`src/verilog/msl_pkg.sv`:
```
// package: constants, register map and types of the mode switch and status led block
package msl_pkg;

   // ************************************************
   // timing
   // ************************************************
   localparam int CLK_PERIOD_NS = 100;
   localparam int TICK_NS = 1000000;
   localparam int TICK_CYCLES = TICK_NS / CLK_PERIOD_NS;
   localparam int MS_NS = 1000000;
   localparam int WINDOW_MS = 5000;
   localparam int HOLD_MS = 500;
   localparam int LONG_PRESS_MS = 5000;
   localparam int DEBOUNCE_MS = 20;
   localparam int FAST_HALF_MS = 100;
   localparam int SLOW_HALF_MS = 500;
   localparam int CNT_W = 13;
   typedef logic [CNT_W-1:0] msl_cnt_t;
   // hold and long press times round up to whole ticks; window, debounce and blink times round down
   localparam msl_cnt_t WINDOW_TICKS = msl_cnt_t'((WINDOW_MS * (MS_NS / 1000)) / (TICK_NS / 1000));
   localparam msl_cnt_t HOLD_TICKS =
      msl_cnt_t'((HOLD_MS * (MS_NS / 1000) + TICK_NS / 1000 - 1) / (TICK_NS / 1000));
   localparam msl_cnt_t LONG_TICKS =
      msl_cnt_t'((LONG_PRESS_MS * (MS_NS / 1000) + TICK_NS / 1000 - 1) / (TICK_NS / 1000));
   localparam msl_cnt_t DEBOUNCE_TICKS = msl_cnt_t'((DEBOUNCE_MS * MS_NS) / TICK_NS);
   localparam msl_cnt_t FAST_TICKS = msl_cnt_t'((FAST_HALF_MS * MS_NS) / TICK_NS);
   localparam msl_cnt_t SLOW_TICKS = msl_cnt_t'((SLOW_HALF_MS * MS_NS) / TICK_NS);

   // ************************************************
   // register map
   // ************************************************
   localparam logic [7:0] ADDR_CTRL = 8'h00;
   localparam logic [7:0] ADDR_FAULT = 8'h04;
   localparam logic [7:0] ADDR_HEALTH = 8'h08;
   localparam logic [7:0] ADDR_STATUS = 8'h0c;
   localparam logic [7:0] ADDR_IRQ_STAT = 8'h10;
   localparam logic [7:0] ADDR_IRQ_MASK = 8'h14;

   localparam int CTRL_W = 4;
   localparam int CTRL_MODE_SEL_BIT = 0;
   localparam int CTRL_MEM_PROT_BIT = 1;
   localparam int CTRL_P1_CONSOLE_BIT = 2;
   localparam int CTRL_SW_RUN_BIT = 3;
   localparam logic [CTRL_W-1:0] CTRL_RESET = 4'h1;

   localparam int FAULT_W = 3;
   localparam int FLT_PLC_BIT = 0;
   localparam int FLT_IO_BIT = 1;
   localparam int FLT_NONFATAL_BIT = 2;
   localparam logic [FAULT_W-1:0] FAULT_RESET = 3'h0;

   localparam int HEALTH_W = 5;
   localparam int HL_PHASE_LO = 0;
   localparam int HL_BOOT_BIT = 2;
   localparam int HL_OVR_BIT = 3;
   localparam int HL_SCAN_BIT = 4;
   localparam logic [HEALTH_W-1:0] HEALTH_RESET = 5'h00;

   localparam int ST_MODE_LO = 0;
   localparam int ST_SWITCH_BIT = 2;
   localparam int ST_BUTTON_BIT = 3;
   localparam int ST_FORCED_BIT = 4;
   localparam int ST_FAULTED_BIT = 5;
   localparam int ST_BLOCK_BIT = 6;

   localparam int IRQ_W = 5;
   localparam int IRQ_SHORT_BIT = 0;
   localparam int IRQ_LONG_BIT = 1;
   localparam int IRQ_CLEARED_BIT = 2;
   localparam int IRQ_EXPIRED_BIT = 3;
   localparam int IRQ_RUN_BIT = 4;
   localparam logic [IRQ_W-1:0] IRQ_RESET = 5'h00;

   typedef enum logic [1:0] {
      PH_DIAG = 2'h0,
      PH_CONFIG = 2'h1,
      PH_OK = 2'h2,
      PH_PROBLEM = 2'h3
   } msl_phase_e;

   // gray along stop -> window run -> window stop -> run
   typedef enum logic [1:0] {
      M_STOP = 2'b00,
      M_WIN_RUN = 2'b01,
      M_WIN_STOP = 2'b11,
      M_RUN = 2'b10
   } msl_mode_e;

   function automatic logic msl_addr_ok(input logic [7:0] a);
      msl_addr_ok = (a == ADDR_CTRL) || (a == ADDR_FAULT) || (a == ADDR_HEALTH) ||
                    (a == ADDR_STATUS) || (a == ADDR_IRQ_STAT) || (a == ADDR_IRQ_MASK);
   endfunction : msl_addr_ok

endpackage : msl_pkg

```
`src/verilog/msl_time_if.sv`:
```
// interface: shared timebase tick and blink phases
`timescale 1ns/1ps
interface msl_time_if;
   logic tick;
   logic blink_fast;
   logic blink_slow;
   modport src (output tick, output blink_fast, output blink_slow);
   modport snk (input tick, input blink_fast, input blink_slow);
endinterface : msl_time_if

```
`src/verilog/msl_timebase.sv`:
```
// module: millisecond tick divider and blink phase generator
`timescale 1ns/1ps
module msl_timebase #(
   parameter int TICK_CYCLES_P = msl_pkg::TICK_CYCLES
) (
   input wire logic clk_in,
   input wire logic rst_in,
   msl_time_if.src tb
);
   import msl_pkg::*;

   typedef struct packed {
      logic [15:0] div;
      msl_cnt_t fast_cnt;
      msl_cnt_t slow_cnt;
      logic tick;
      logic fast;
      logic slow;
   } msl_tb_s;

   msl_tb_s r_reg;
   msl_tb_s r_next;

   always_comb begin
      r_next = r_reg;
      r_next.tick = 1'b0;
      if (r_reg.div == 16'(TICK_CYCLES_P - 1)) begin
         r_next.div = 16'h0000;
         r_next.tick = 1'b1;
      end else begin
         r_next.div = r_reg.div + 16'h0001;
      end
      if (r_reg.tick) begin
         if (r_reg.fast_cnt == FAST_TICKS - 1'b1) begin
            r_next.fast_cnt = '0;
            r_next.fast = ~r_reg.fast;
         end else begin
            r_next.fast_cnt = r_reg.fast_cnt + 1'b1;
         end
         if (r_reg.slow_cnt == SLOW_TICKS - 1'b1) begin
            r_next.slow_cnt = '0;
            r_next.slow = ~r_reg.slow;
         end else begin
            r_next.slow_cnt = r_reg.slow_cnt + 1'b1;
         end
      end
   end

   always_ff @(posedge clk_in) begin
      if (rst_in) begin
         r_reg <= '0;
      end else begin
         r_reg <= r_next;
      end
   end

   assign tb.tick = r_reg.tick;
   assign tb.blink_fast = r_reg.fast;
   assign tb.blink_slow = r_reg.slow;

endmodule : msl_timebase

```
`src/verilog/msl_debounce.sv`:
```
// module: debounce of one front panel contact on the millisecond tick
`timescale 1ns/1ps
module msl_debounce (
   input wire logic clk_in,
   input wire logic rst_in,
   input wire logic raw_in,
   msl_time_if.snk tb,
   output logic level_out
);
   import msl_pkg::*;

   typedef struct packed {
      logic level;
      msl_cnt_t cnt;
   } msl_deb_s;

   msl_deb_s r_reg;
   msl_deb_s r_next;

   // a new level must stand for the whole debounce time before it is taken
   always_comb begin
      r_next = r_reg;
      if (raw_in == r_reg.level) begin
         r_next.cnt = '0;
      end else if (tb.tick) begin
         if (r_reg.cnt >= DEBOUNCE_TICKS - 1'b1) begin
            r_next.level = raw_in;
            r_next.cnt = '0;
         end else begin
            r_next.cnt = r_reg.cnt + 1'b1;
         end
      end
   end

   always_ff @(posedge clk_in) begin
      if (rst_in) begin
         r_reg <= '0;
      end else begin
         r_reg <= r_next;
      end
   end

   assign level_out = r_reg.level;

endmodule : msl_debounce

```
`src/verilog/msl_top.sv`:
```
// module: run/stop switch, restart pushbutton and status leds with apb registers
//
// Functional notes
// - run entry with non-fatal faults keeps faults
// - run entry while halted faulted starts blink window
// - run, stop, run holds clear faults, run
// - window expiry: led off, stay halted, keep faults
// - clearing procedure restartable from each run entry
// - mode select on, memory protect off by default
// - protect blocks memory writes and forcing by switch
// - short press restarts ethernet and tests its leds
// - long press toggles port one console forcing
// - power led follows 5v supply only
// - health led blinks diag fast, config slow
// - boot mode blinks health and green together
// - run led green run, amber scan stop
// - fault led on until both tables cleared
// - override led on while any override active
// - forcing persists; console configured port never toggles
//
// The register addresses and the APB register port were left to the implementer.
`timescale 1ns/1ps
module msl_top #(
   parameter int TICK_CYCLES_P = msl_pkg::TICK_CYCLES
) (
   input wire logic clk_in,
   input wire logic rst_in,
   input wire logic psel_in,
   input wire logic penable_in,
   input wire logic pwrite_in,
   input wire logic [7:0] paddr_in,
   input wire logic [31:0] pwdata_in,
   output logic [31:0] prdata_out,
   output logic pready_out,
   output logic pslverr_out,
   input wire logic mode_switch_in,
   input wire logic button_in,
   input wire logic power_5v_in,
   output logic power_led_out,
   output logic health_led_out,
   output logic run_green_out,
   output logic run_amber_out,
   output logic fault_led_out,
   output logic override_led_out,
   output logic run_mode_out,
   output logic fault_clear_out,
   output logic mem_write_block_out,
   output logic force_block_out,
   output logic eth_reset_out,
   output logic eth_led_test_out,
   output logic eth_fw_restart_out,
   output logic port1_console_out,
   output logic irq_out
);
   import msl_pkg::*;

   // ************************************************
   // timebase and debounced contacts
   // ************************************************
   msl_time_if tbus ();
   logic sw_db;
   logic btn_db;

   msl_timebase #(
      .TICK_CYCLES_P(TICK_CYCLES_P)
   ) u_timebase (
      .clk_in(clk_in),
      .rst_in(rst_in),
      .tb(tbus)
   );

   msl_debounce u_deb_switch (
      .clk_in(clk_in),
      .rst_in(rst_in),
      .raw_in(mode_switch_in),
      .tb(tbus),
      .level_out(sw_db)
   );

   msl_debounce u_deb_button (
      .clk_in(clk_in),
      .rst_in(rst_in),
      .raw_in(button_in),
      .tb(tbus),
      .level_out(btn_db)
   );

   // ************************************************
   // state
   // ************************************************
   typedef struct packed {
      msl_mode_e mode;
      msl_cnt_t win_cnt;
      msl_cnt_t hold_cnt;
      msl_cnt_t btn_cnt;
      logic run_prev;
      logic btn_prev;
      logic forced;
      logic [CTRL_W-1:0] ctrl;
      logic [FAULT_W-1:0] fault;
      logic [HEALTH_W-1:0] health;
      logic [IRQ_W-1:0] irq_stat;
      logic [IRQ_W-1:0] irq_mask;
      logic [31:0] prdata;
      logic pready;
      logic pslverr;
      logic power_led;
      logic health_led;
      logic run_green;
      logic run_amber;
      logic fault_led;
      logic override_led;
      logic run_mode;
      logic fault_clr;
      logic mem_block;
      logic eth_pulse;
      logic console;
      logic irq;
   } msl_top_s;

   msl_top_s r_reg;
   msl_top_s r_next;

   // ************************************************
   // next state
   // ************************************************
   always_comb begin
      logic [IRQ_W-1:0] ev;
      logic [IRQ_W-1:0] rdclr;
      logic faulted;
      logic run_pos;
      logic run_rise;
      logic in_window;
      logic apb_setup;
      logic apb_done;
      msl_phase_e phase;
      ev = '0;
      rdclr = '0;
      r_next = r_reg;
      r_next.fault_clr = 1'b0;
      r_next.eth_pulse = 1'b0;
      faulted = r_reg.fault[FLT_PLC_BIT] | r_reg.fault[FLT_IO_BIT];
      // switch selection off: software run bit stands in for it
      run_pos = r_reg.ctrl[CTRL_MODE_SEL_BIT] ? sw_db : r_reg.ctrl[CTRL_SW_RUN_BIT];
      run_rise = run_pos & ~r_reg.run_prev;
      r_next.run_prev = run_pos;
      apb_setup = psel_in & ~penable_in;
      apb_done = psel_in & penable_in & r_reg.pready;

      // mode switch sequence
      case (r_reg.mode)
         M_STOP: begin
            if (run_rise) begin
               r_next.win_cnt = '0;
               r_next.hold_cnt = '0;
               if (faulted) begin
                  r_next.mode = M_WIN_RUN;
               end else begin
                  r_next.mode = M_RUN;
                  ev[IRQ_RUN_BIT] = 1'b1;
               end
            end
         end
         M_RUN: begin
            if (!run_pos || faulted) begin
               r_next.mode = M_STOP;
            end
         end
         M_WIN_RUN: begin
            if (run_pos && tbus.tick && r_reg.hold_cnt != HOLD_TICKS) begin
               r_next.hold_cnt = r_reg.hold_cnt + 1'b1;
            end
            if (!run_pos) begin
               r_next.hold_cnt = '0;
               if (r_reg.hold_cnt >= HOLD_TICKS) begin
                  r_next.mode = M_WIN_STOP;
               end
            end
         end
         M_WIN_STOP: begin
            if (!run_pos && tbus.tick && r_reg.hold_cnt != HOLD_TICKS) begin
               r_next.hold_cnt = r_reg.hold_cnt + 1'b1;
            end
            if (run_pos) begin
               r_next.hold_cnt = '0;
               if (r_reg.hold_cnt >= HOLD_TICKS) begin
                  r_next.mode = M_RUN;
                  r_next.fault = '0;
                  r_next.fault_clr = 1'b1;
                  ev[IRQ_CLEARED_BIT] = 1'b1;
                  ev[IRQ_RUN_BIT] = 1'b1;
               end else begin
                  r_next.mode = M_WIN_RUN;
               end
            end
         end
         default: begin
            r_next.mode = M_STOP;
         end
      endcase

      in_window = (r_reg.mode == M_WIN_RUN) || (r_reg.mode == M_WIN_STOP);
      if (in_window && tbus.tick) begin
         r_next.win_cnt = r_reg.win_cnt + 1'b1;
      end
      // a completed sequence in the last tick still wins over expiry
      if (in_window && r_next.mode != M_RUN && r_reg.win_cnt >= WINDOW_TICKS) begin
         r_next.mode = M_STOP;
         ev[IRQ_EXPIRED_BIT] = 1'b1;
      end

      // restart pushbutton
      r_next.btn_prev = btn_db;
      if (btn_db && tbus.tick && r_reg.btn_cnt != LONG_TICKS) begin
         r_next.btn_cnt = r_reg.btn_cnt + 1'b1;
      end
      if (r_reg.btn_prev && !btn_db) begin
         r_next.btn_cnt = '0;
         if (r_reg.btn_cnt >= LONG_TICKS) begin
            ev[IRQ_LONG_BIT] = 1'b1;
            if (!r_reg.ctrl[CTRL_P1_CONSOLE_BIT]) begin
               r_next.forced = ~r_reg.forced;
            end
         end else begin
            r_next.eth_pulse = 1'b1;
            ev[IRQ_SHORT_BIT] = 1'b1;
         end
      end

      // apb slave: answer in the first access cycle
      r_next.pready = 1'b0;
      if (apb_setup) begin
         r_next.pready = 1'b1;
         r_next.pslverr = ~msl_addr_ok(paddr_in);
         r_next.prdata = 32'h0000_0000;
         case (paddr_in)
            ADDR_CTRL: r_next.prdata[CTRL_W-1:0] = r_reg.ctrl;
            ADDR_FAULT: r_next.prdata[FAULT_W-1:0] = r_reg.fault;
            ADDR_HEALTH: r_next.prdata[HEALTH_W-1:0] = r_reg.health;
            ADDR_STATUS: begin
               r_next.prdata[ST_MODE_LO +: 2] = r_reg.mode;
               r_next.prdata[ST_SWITCH_BIT] = sw_db;
               r_next.prdata[ST_BUTTON_BIT] = btn_db;
               r_next.prdata[ST_FORCED_BIT] = r_reg.forced;
               r_next.prdata[ST_FAULTED_BIT] = faulted;
               r_next.prdata[ST_BLOCK_BIT] = r_reg.mem_block;
            end
            ADDR_IRQ_STAT: r_next.prdata[IRQ_W-1:0] = r_reg.irq_stat;
            ADDR_IRQ_MASK: r_next.prdata[IRQ_W-1:0] = r_reg.irq_mask;
            default: r_next.prdata = 32'h0000_0000;
         endcase
      end
      if (apb_done && pwrite_in && msl_addr_ok(paddr_in)) begin
         // software write lands after the hardware clear and wins
         case (paddr_in)
            ADDR_CTRL: r_next.ctrl = pwdata_in[CTRL_W-1:0];
            ADDR_FAULT: r_next.fault = pwdata_in[FAULT_W-1:0];
            ADDR_HEALTH: r_next.health = pwdata_in[HEALTH_W-1:0];
            ADDR_IRQ_MASK: r_next.irq_mask = pwdata_in[IRQ_W-1:0];
            default: r_next.irq_mask = r_reg.irq_mask;
         endcase
      end
      // only the bits actually reported are cleared; a new event wins
      if (apb_done && !pwrite_in && paddr_in == ADDR_IRQ_STAT) begin
         rdclr = r_reg.prdata[IRQ_W-1:0];
      end
      r_next.irq_stat = (r_reg.irq_stat & ~rdclr) | ev;
      r_next.irq = |(r_next.irq_stat & r_next.irq_mask);

      // indicators
      phase = msl_phase_e'(r_reg.health[HL_PHASE_LO +: 2]);
      r_next.power_led = power_5v_in;
      r_next.fault_led = faulted;
      r_next.override_led = r_reg.health[HL_OVR_BIT];
      r_next.run_mode = (r_next.mode == M_RUN);
      r_next.mem_block = r_reg.ctrl[CTRL_MEM_PROT_BIT] & ~sw_db;
      r_next.console = r_next.ctrl[CTRL_P1_CONSOLE_BIT] | r_next.forced;
      if (r_reg.health[HL_BOOT_BIT]) begin
         r_next.health_led = tbus.blink_slow;
         r_next.run_green = tbus.blink_slow;
         r_next.run_amber = 1'b0;
      end else begin
         case (phase)
            PH_DIAG: r_next.health_led = tbus.blink_fast;
            PH_CONFIG: r_next.health_led = tbus.blink_slow;
            PH_OK: r_next.health_led = 1'b1;
            PH_PROBLEM: r_next.health_led = 1'b0;
            default: r_next.health_led = 1'b0;
         endcase
         r_next.run_green = (r_next.mode == M_RUN) ||
                            (((r_next.mode == M_WIN_RUN) || (r_next.mode == M_WIN_STOP)) &&
                             tbus.blink_fast);
         r_next.run_amber = (r_next.mode == M_STOP) && r_reg.health[HL_SCAN_BIT];
      end
   end

   // ************************************************
   // registers
   // ************************************************
   always_ff @(posedge clk_in) begin
      if (rst_in) begin
         r_reg <= '0;
         r_reg.mode <= M_STOP;
         r_reg.ctrl <= CTRL_RESET;
         r_reg.fault <= FAULT_RESET;
         r_reg.health <= HEALTH_RESET;
         r_reg.irq_stat <= IRQ_RESET;
         r_reg.irq_mask <= IRQ_RESET;
      end else begin
         r_reg <= r_next;
      end
   end

   assign prdata_out = r_reg.prdata;
   assign pready_out = r_reg.pready;
   assign pslverr_out = r_reg.pslverr;
   assign power_led_out = r_reg.power_led;
   assign health_led_out = r_reg.health_led;
   assign run_green_out = r_reg.run_green;
   assign run_amber_out = r_reg.run_amber;
   assign fault_led_out = r_reg.fault_led;
   assign override_led_out = r_reg.override_led;
   assign run_mode_out = r_reg.run_mode;
   assign fault_clear_out = r_reg.fault_clr;
   assign mem_write_block_out = r_reg.mem_block;
   assign force_block_out = r_reg.mem_block;
   // one pulse drives all three restart actions together
   assign eth_reset_out = r_reg.eth_pulse;
   assign eth_led_test_out = r_reg.eth_pulse;
   assign eth_fw_restart_out = r_reg.eth_pulse;
   assign port1_console_out = r_reg.console;
   assign irq_out = r_reg.irq;

endmodule : msl_top

```
`config.mk`:
```
export PLATFORM = sky130hd
export DESIGN_NAME = msl_top
export DESIGN_NICKNAME = d
export VERILOG_FILES = /design/src/verilog/msl_pkg.sv /design/src/verilog/msl_time_if.sv /design/src/verilog/msl_timebase.sv /design/src/verilog/msl_debounce.sv /design/src/verilog/msl_top.sv
export SDC_FILE = /design/constraint.sdc
export NUM_CORES = 1
export LEC_CHECK = 0
export ABC_CLOCK_PERIOD_IN_PS = 2700
export BUFFER_PORTS_ARGS = -buffer_cell sky130_fd_sc_hd__buf_2
export CAP_MARGIN = 20
export CORE_UTILIZATION = 42
export DETAILED_ROUTE_END_ITERATION = 8
export HOLD_SLACK_MARGIN = 0.12
export SLEW_MARGIN = 20
export SYNTH_ARGS = -nofsm -noshare
export SYNTH_HDL_FRONTEND = slang
export SYNTH_SLANG_ARGS = --single-unit
```
`constraint.sdc`:
```
create_clock -name clk_in -period 2.7 [get_ports clk_in]
set_input_delay 0.405 -clock clk_in [delete_from_list [all_inputs] [get_ports clk_in]]
set_output_delay 0.405 -clock clk_in [all_outputs]
set_load 0.03 [all_outputs]
```
Word level (Yosys, flattened, before mapping)
Index checks and enable logic that the tools add are counted.
{"block": "totals", "regBits": 160, "latchBits": 0, "mem_bits_rw": 0, "mem_bits_ro": 0, "inputBits": 48, "output_inout_bits": 49, "memories": 0}
{"block": "classes", "add_sub_neg": 8, "mul": 0, "n_div": 0, "n_lt_le_gt_ge": 5, "eq_ne": 25, "shift": 0, "muxes": 52, "n_bitwise": 21, "n_reduce_logical": 50}
{"cell": "2-to-1 mux 13 bit", "n": 10}
{"cell": "adder 13 x 1 -> 13 bit, second input constant", "n": 7}
{"cell": "one-hot mux 13 bit (3 select lines)", "n": 1}
{"cell": "2-to-1 mux 28 bit", "n": 1}
{"cell": "greater-or-equal comparator 13 bit, second input constant", "n": 2}
{"cell": "greater-or-equal comparator 13 x 5 -> 1 bit, second input constant", "n": 2}
{"cell": "2-to-1 mux 2 bit", "n": 10}
{"cell": "2-to-1 mux 5 bit", "n": 4}
{"cell": "2-to-1 mux 3 bit", "n": 6}
{"cell": "one-hot mux 3 bit (6 select lines)", "n": 1}
{"cell": "adder 16 x 1 -> 16 bit, second input constant", "n": 1}
{"cell": "equality test 16 x 14 -> 1 bit, second input constant", "n": 1}
{"cell": "equality test 8 x 4 -> 1 bit, second input constant", "n": 2}
{"cell": "equality test 8 x 5 -> 1 bit, second input constant", "n": 2}
{"cell": "logical AND 1 bit", "n": 16}
{"cell": "equality test 13 x 7 -> 1 bit, second input constant", "n": 1}
{"cell": "equality test 13 x 9 -> 1 bit, second input constant", "n": 1}
{"cell": "greater-or-equal comparator 13 x 9 -> 1 bit, second input constant", "n": 1}
{"cell": "2-to-1 mux 1 bit", "n": 13}
{"cell": "inequality test 13 bit, second input constant", "n": 1}
{"cell": "inequality test 13 x 9 -> 1 bit, second input constant", "n": 1}
{"cell": "equality test 2 bit, second input constant", "n": 6}
{"cell": "OR reduction 2 bit", "n": 6}
{"cell": "2-to-1 mux 11 bit", "n": 1}
{"cell": "other kinds (25)", "n": 64}

Longest topological paths before layout
Gate-level depths: netlist (run 1).
{"block": "logic_depth", "ltp_word": 14, "mapped_depth": 9, "depth_no_buf": 8}

By module
From an unflattened synthesis (run 1), not the netlist that was laid out.
{"block": "unflattened", "cells_unflattened": 876, "hier_area_um2": 7811.2}
{"mod": "msl_top", "instances": 1, "cells_per_inst": 509, "area_per_inst_um2": 4423.0, "seq_area_each_um2": 1741.7}
{"mod": "msl_timebase", "instances": 1, "cells_per_inst": 217, "area_per_inst_um2": 2052.0, "seq_area_each_um2": 900.9}
{"mod": "msl_debounce", "instances": 2, "cells_per_inst": 75, "area_per_inst_um2": 668.1, "seq_area_each_um2": 280.3}

Worst setup path after synthesis (run 1)
OpenSTA, ideal clock, no wires.
{"block": "synth_path", "path_type": "register to register", "from": "register r_reg[110] in the netlist's numbering", "to": "register r_reg, in the netlist irq_out", "setup_ns": 0.095, "arrival_ns": 1.960, "required_ns": 2.605, "slack_ns": 0.645, "path_stages_with_launch": 9, "path_cell_list": "dfxtp_1 > inv_1 > ha_1 > nor3b_1 > mux2_4 > o311a_4 > a311oi_4 > o21ai_2 > o311ai_1"}
{"block": "synth_via", "elab_chain_cells": 10, "elab_cells_between_ends": 20, "classes_between": "4 x eq/ne; 9 x mux; 2 x bitwise; 5 x reduce/logical"}
{"item": "start: declaration", "line_no": "msl_top.sv:121", "text": "msl_top_s r_reg;"}
{"item": "start signal: assignment", "line_no": "msl_top.sv:310", "text": "r_reg <= r_next;"}
{"item": "2-to-1 mux 2 bit", "line_no": "msl_top.sv:175", "text": "if (r_reg.hold_cnt >= HOLD_TICKS) begin"}
{"item": "2-to-1 mux 2 bit", "line_no": "msl_top.sv:173", "text": "if (!run_pos) begin"}
{"item": "one-hot mux 2 bit (4 select lines)", "line_no": "msl_top.sv:151", "text": "case (r_reg.mode)"}
{"item": "inequality test 2 bit", "line_no": "msl_top.sv:207", "text": "if (in_window && r_next.mode != M_RUN && r_reg.win_cnt >= WINDOW_TICKS) begin"}
{"item": "logical AND 1 bit (2 in series)", "line_no": "msl_top.sv:207"}
{"item": "2-to-1 mux 1 bit", "line_no": "msl_top.sv:207"}
{"item": "bitwise OR 5 bit *", "line_no": "msl_top.sv:267", "text": "r_next.irq_stat = (r_reg.irq_stat & ~rdclr) | ev;"}
{"item": "bitwise AND 5 bit *", "line_no": "msl_top.sv:268", "text": "r_next.irq = |(r_next.irq_stat & r_next.irq_mask);"}
{"item": "OR reduction 5 bit *", "line_no": "msl_top.sv:268"}
Every way passes the cells marked *; elsewhere a longest branch is shown, timed or not. The select of a mux whose other input is x is not followed.
A chain may end at the register's enable or synchronous reset.

Final worst setup path (run 1)
Ends and elaborated chain as after synthesis.

==> results of run 1 <==
==> cell usage in the layout (no fill, tap or decap), drive strengths merged, types with 3 or more instances in the layout <==
| cell | n |
|---|---|
| a211oi | 9 |
| a21oi | 31 |
| a22oi | 3 |
| a31oi | 8 |
| a41oi | 4 |
| and2 | 3 |
| and3 | 26 |
| and4 | 11 |
| buf | 56 |
| clkbuf | 20 |
| clkinv | 8 |
| conb | 25 |
| dfxtp | 160 |
| ha | 16 |
| inv | 28 |
| mux2 | 4 |
| mux2i | 26 |
| mux4 | 3 |
| nand2 | 43 |
| nand2b | 3 |
| nand3 | 35 |
| nand4 | 27 |
| nor2 | 158 |
| nor2b | 6 |
| nor3 | 11 |
| nor3b | 3 |
| nor4 | 11 |
| nor4b | 3 |
| o21a | 5 |
| o21ai | 23 |
| or2 | 4 |
| or3 | 10 |
| or4 | 4 |
| xnor2 | 36 |
| xor2 | 48 |
==> power by group through the flow <==
stage / Clock [mW] / Combinational, mW / Sequential [mW]
4_1_cts: 2.39 / 0.235 / 2.38
5_1_grt: 2.49 / 0.256 / 2.38
3_3_place_gp: 0 / 0.233 / 2.44
2_1_floorplan: 0 / 0.202 / 2.44
3_5_place_dp: 0 / 0.234 / 2.44
6_report: 2.33 / 0.233 / 2.38
==> layer usage <==
| layer | share of wire [%] | wire length [um] |
|---|---|---|
| met4 | 1.7 | 255 |
| met5 | 0 | 0 |
| met1 | 53 | 7780 |
| met3 | 3.6 | 538 |
| met2 | 42 | 6190 |
==> kinds of logic after synthesis <==
kind of cell               count (synthesis)
AOI/OAI and AO/OA                        105
other                                      1
DFF                                      160
buffers and inverters                     87
xor gates and xnor gates                  84
and+or+nand+nor                          364
muxes                                     33
adders and majority gates                 16
==> cell type report <==
cell class              count  share of cell area, %
multi-input cells         627                   47.1
flip-flops and latches    160                   37.9
clock buffers              20                   5.40
repair buffers             56                   3.67
well taps                 225                   3.33
clock inverters            11                   1.36
inverters                  28                   1.24
==> stage by stage <==
step | worst slack (ps) | hold slack (ps)
global placement | 385 | 440
global route | 154 | 219
floorplan | 645 | 430
detailed placement | 382 | 446
finish | 358 | 201
CTS | 376 | 190
==> worst paths after layout <==
check	endpoint	cells past startpoint
worst min register to register	prdata_out[6]	2
worst max-delay path	irq_out	8
worst max register to register	irq_out	8
worst min-delay path	power_led_out	2
==> reports/metrics.yaml, run 1 <==
clock_tree:
  clock_latency_ps: 420
  cts-hold-fix-buffers: 0
  cts_buffers: 17
  clkTransAtPathRegs_ps: 60
  clock-sinks: 160
  cts.path.max_buffers: 2
  post_cts_resized: 0
  cts_post_setup_buffers_inserted: 0
  cts_tree: "done"
  cts_root_buffer: "clkbuf_16"
  cts_max_level: 4
placed_design:
  dpl.cell_count: 1096
  routabilityCongestion: 0.796
  dp_hpwl_um: 10400
  portBuffers: 44
  dpl_cell_area_sq_mm: 0.00788
yosys:
  synth_top_cell_by_area: "dfxtp_1"
  synth_common_cells: "dfxtp_1 (160), nor2_1 (158), xor2_1 (48)"
  synth-seq-cells: 160
  avgSynthCellArea_sq_um: 8.89
  yosys-top-cells-area: "dfxtp_1 (42%), nor2_1 (7.9%), xor2_1 (5.6%), xnor2_1 (4.2%), buf_4 (3.5%)"
  yosysTopAreaCellShare_pct: 42.4
  synth_compound_area_share_pct: 10.1
  ys.flop_type: "dfxtp_1"
  synth_xor_area_share_pct: 9.74
  yosysWarnings: 0
  synthAdderAreaFrac_pct: 2.65
  synth.mux.area_fraction_pct: 5.09
  yosysUniqueCellTypes: 70
  syn_inst: 850
  synth-async-reset-ratio_pct: 0
  post-synth-top-count-cell: "dfxtp_1"
  ys_seq_area_share_pct: 42.4
  synth_edf_count: 0
  synthesis.area_sq_mm: 0.00755
  yosys.area_share.simple_pct: 23.9
  synth_top_family_by_area: "simple AND/OR/NAND/NOR gates"
route:
  viasPerCell: 5.09
  drt.antenna.violating_nets: 0
  wire_per_inst_um: 13.1
  first_pass_iters: 5
  vias: 5733
  wl_um: 14800
  drc: 0
  drt_iter0_drc: 245
floorplanning:
  die_area_sq_mm: 0.0185
  rows: 48
  die_y_um: 136
  io_pins: 97
  start_util_pct: 43.4
  die_x_um: 136
  fp.coreArea_sq_mm: 0.0174
grt:
  grt_pass1_vias: 5207
  grt.met3_usage_pct: 4.03
  met2_usage_pct: 25.4
  grt_max_degree: 40
  met1_usage_pct: 23.5
  grt_pass1_wl_um: 24900
  grt_overflow: 0
  antenna_found_initial: 0
  grt_usage_pct: 16.9
  busiest_layer: "met2"
power_and_ir_drop:
  p_int_mw: 3.83
  swShare_pct: 22.5
  p_switching_mw: 1.11
  power_frac_seq_pct: 48.2
  comb_power_share_pct: 4.7
  leakage_nw: 3.37
  p_per_area_mw_per_mm2: 585
  clkPwrFrac_pct: 47.0
  fin_total_pwr_mw: 4.94
  vdd_ir_drop_max_v: 0.000572
min_path:
  min_from: "power_5v_in"
  hold_path_class: "in -> reg"
cells_and_area:
  final_cell_area_sq_mm: 0.00845
  largest_reg_flops: 65
  drive_above_1_share_pct: 12.1
  instances_no_fill: 1127
  nets: 954
  fillers: 1696
  n_antenna_cell: 0
  final_util_pct: 48.5
  regArea_sq_mm: 0.00320
  areaGrowthSynthToFinish_pct: 11.9
  multi_input_area_sq_mm: 0.00398
sta:
  min_period_ps: 2340
  rsz0062_at_grt: "no"
  finalHoldViolations: 0
  fin_skew_ps: 6.44
  slew_viol_final: 0
  fmax_mhz: 427
  setup_viol: 0
  period_share_pct: 86.7
  maxSlewHeadroom_pct: 52.6
  tightest_slew_ps: 702
  setup-tns-final_ps: 0
setup_path:
  critPathTopFamily: "compound AO/OA/AOI/OAI gates"
  worstSetupEndpointType: "flip-flop"
  crit_type: "reg -> reg"
  worst_r2r_startpoint: "r_reg[110]"
  worstSetupStartpoint: "r_reg[110]"
  cp_data_arrival_time_ps: 2660
  crit_required_ps: 3020
  slowest_delay_ps: 440
  crit_chain: "inv_1 -> ha_1 -> nor3b_1 -> mux2_4 -> o311a_4 -> a311oi_4 -> o21ai_2 -> o311ai_1"
  crit_slowest_cell: "dfxtp_1"
  cp.buffers_inverters: 1
  rrSetupSlack_ps: 360
  crit_path_max_fanout: 7
  start_kind: "flip-flop"
run:
  max-cap-violations: 0
outcome:
  outcome: "finished clean"
Power figures use the tool's default switching activity.
==> inputs of run 2 (changes only) <==
--- a/config.mk
+++ b/config.mk
@@ -6,7 +6,7 @@
 export NUM_CORES = 1
 export LEC_CHECK = 0
 export ABC_CLOCK_PERIOD_IN_PS = 2700
-export BUFFER_PORTS_ARGS = -buffer_cell sky130_fd_sc_hd__buf_2
+export BUFFER_PORTS_ARGS = -buffer_cell sky130_fd_sc_hd__buf_4
 export CAP_MARGIN = 20
 export CORE_UTILIZATION = 42
 export DETAILED_ROUTE_END_ITERATION = 8
==> run 2 against run 1 <==
  * Via count fell by 0.44%
  * Critical path depth did not move
  * Register-to-register slack improved by 20 ps
  * Design area rose by 1.4%
  * Routed wire length barely moved
  * Clock skew barely moved
  * Sequential power barely moved
  * Power rose by 2.4%
  * Non-clock buffer count fell by 2
==> reports/metrics.yaml, run 2 (synthesized netlist as in run 1, its figures left out) <==
power_and_ir_drop:
  clkPwrFrac_pct: 48.1  # was 47.0%
  p_per_area_mw_per_mm2: 590  # was 585 mW/mm^2
  vdd_ir_drop_max_v: 0.000604  # was 0.000572 V
  p_int_mw: 3.94  # was 3.83 mW
  leakage_nw: 3.38  # was 3.37 nW
  swShare_pct: 22.2  # was 22.5%
  power_frac_seq_pct: 47.1  # was 48.2%
  comb_power_share_pct: 4.8  # was 4.7%
  p_switching_mw: 1.12  # was 1.11 mW
cells_and_area:
  drive_above_1_share_pct: 11.8  # was 12.1%
  final_common_cell: "dfxtp_1"  # unchanged
  regArea_sq_mm: 0.00320  # unchanged
  largest_reg_flops: 65  # unchanged
  nets: 952  # was 954
  n_antenna_cell: 0  # unchanged
  areaGrowthSynthToFinish_pct: 13.5  # was 11.9%
  fillers: 1677  # was 1,696
  layout_common_cells: "dfxtp_1 (160), nor2_1 (158), buf_4 (54), xor2_1 (48), nand2_1 (43)"  # was dfxtp_1 (160), nor2_1 (158), xor2_1 (48), buf_2 (44), nand2_1 (43)
  multi_input_area_sq_mm: 0.00398  # unchanged
grt:
  grt_pass1_vias: 5163  # was 5,207
  antenna_found_initial: 0  # unchanged
  grt_overflow: 0  # unchanged
  grt_pass1_wl_um: 24400  # was 24,900 um
  grt_max_degree: 53  # was 40
  grt_usage_pct: 16.6  # was 16.9%
run:
  max-cap-violations: 0  # unchanged
clock_tree:
  cts-hold-fix-buffers: 0  # unchanged
  cts_post_setup_buffers_inserted: 0  # unchanged
  cts_max_level: 4  # unchanged
  cts.path.max_buffers: 2  # unchanged
  clkTransAtPathRegs_ps: 60  # about the same
  cts_root_buffer: "clkbuf_16"  # unchanged
  clock-sinks: 160  # unchanged
  clock_latency_ps: 420  # about the same
  post_cts_resized: 0  # unchanged
  cts_tree: "done"  # unchanged
  cts_buffers: 17  # unchanged
floorplanning:
  fp.coreArea_sq_mm: 0.0174  # unchanged
  io_pins: 97  # unchanged
  rows: 48  # unchanged
  die_x_um: 136  # unchanged
  start_util_pct: 43.4  # unchanged
  die_area_sq_mm: 0.0185  # unchanged
  die_y_um: 136  # unchanged
sta:
  finalHoldViolations: 0  # unchanged
  period_share_pct: 86.0  # was 86.7%
  min_period_ps: 2320  # was 2340 ps
  fmax_mhz: 431  # was 427 MHz
  tightest_slew_ps: 611  # was 702 ps
  setup-tns-final_ps: 0  # unchanged
  maxSlewHeadroom_pct: 58.8  # was 52.6%
  slew_viol_final: 0  # unchanged
  setup_slack_ps: 377  # was 358 ps
  setup_viol: 0  # unchanged
  rsz0062_at_grt: "no"  # unchanged
  fin_skew_ps: 6.09  # was 6.44 ps
setup_path:
  cp_data_arrival_time_ps: 2640  # was 2660 ps
  crit_type: "reg -> reg"  # unchanged
  crit_required_ps: 3010  # was 3020 ps
  worst_r2r_startpoint: "r_reg[110]"  # unchanged
  start_kind: "flip-flop"  # unchanged
  crit_path_max_fanout: 7  # unchanged
  slowest_delay_ps: 460  # was 440 ps
  crit_slowest_cell: "dfxtp_1"  # unchanged
  crit_chain: "inv_1 -> ha_1 -> nor3b_1 -> mux2_4 -> a32oi_1 -> a22oi_4 -> or2_2 -> a221oi_1"  # was inv_1 -> ha_1 -> nor3b_1 -> mux2_4 -> o311a_4 -> a311oi_4 -> o21ai_2 -> o311ai_1
  worstSetupEndpointType: "flip-flop"  # unchanged
  worstSetupStartpoint: "r_reg[110]"  # unchanged
outcome:
  outcome: "finished clean"  # unchanged
route:
  wl_met1_um: 7630  # was 7780 um
  drt.antenna.violating_nets: 0  # unchanged
  wire_per_inst_um: 13.1  # about the same
  top_layer_used: "met4"  # unchanged
  first_pass_iters: 4  # was 5
  drt_iter0_drc: 222  # was 245
  vias: 5708  # was 5,733
  met3_length_um: 640  # was 538 um
  drc: 0  # unchanged
  viasPerCell: 5.07  # was 5.09
  route.met2.wl_um: 6320  # was 6190 um
  wl_um: 14800  # about the same
placed_design:
  routabilityCongestion: 0.806  # was 0.796
  portBuffers: 44  # unchanged
  dp_hpwl_um: 10300  # was 10,400 um
  preCtsSetupSlack_ps: 418  # was 382 ps
min_path:
  hold_path_class: "in -> reg"  # unchanged
  min_from: "power_5v_in"  # unchanged
[run 2: cell types whose count changed in the layout (fill, tap and decap cells not counted), sizes merged]
cell and change:
clkinv -4, buf -2, clkinvlp +2, bufinv +1, clkbuf +1
[run 2: per-stage QoR]
stage	area, sq um	std cells	hold slack [ps]	utilization, %	total power [mW]
after floorplan	7640	874	430	-	2.64
after global placement	7980	1094	446	45.8	2.68
after detailed placement	7980	1094	457	45.8	2.68
after CTS	8570	1125	191	49.2	5.12
after global routing	8570	1125	201	49.2	5.25
final	8570	1125	200	49.2	5.06
[run 2: final timing paths]
check | endpoint | slack [ps] | cells past startpoint
setup / recovery | run_green_out | 380 | 8
hold reg to reg | prdata_out[6] | 460 | 2
hold / removal | power_led_out | 200 | 2
setup reg to reg | run_green_out | 380 | 8
[run 2: worst max-delay path: cells and delay by family (launching register included)]
| family | cells | cell delay, ps |
|---|---|---|
| flops | 1 | 460 |
| simple gates | 2 | 450 |
| fa+ha+maj | 1 | 210 |
| compound gates | 3 | 680 |
| buf+inv | 1 | 150 |
| mux | 1 | 270 |
[run 2: area by class of cell]
class	count	share of cell area (%)
multi-input combinational	627	46.4
sequential	160	37.4
clock buffer	21	5.37
timing repair buffer	54	4.73
tap	225	3.28
clock inverter	10	1.59
inverter	28	1.23
[run 2: per-layer routing]
metal  vias to the layer above  track usage [%]
li1                       2980                -
met1                      2626             22.6
met2                        90             26.0
met3                        12             3.77
met4                         0             5.06
met5                         -                0
[run 2: power groups by stage]
stage / registers (mW) / clock network (mW) / logic, mW
CTS: 2.38 / 2.50 / 0.243
floorplan: 2.44 / 0 / 0.202
global route: 2.38 / 2.60 / 0.263
finish: 2.38 / 2.44 / 0.241
global placement: 2.44 / 0 / 0.243
detailed placement: 2.44 / 0 / 0.242
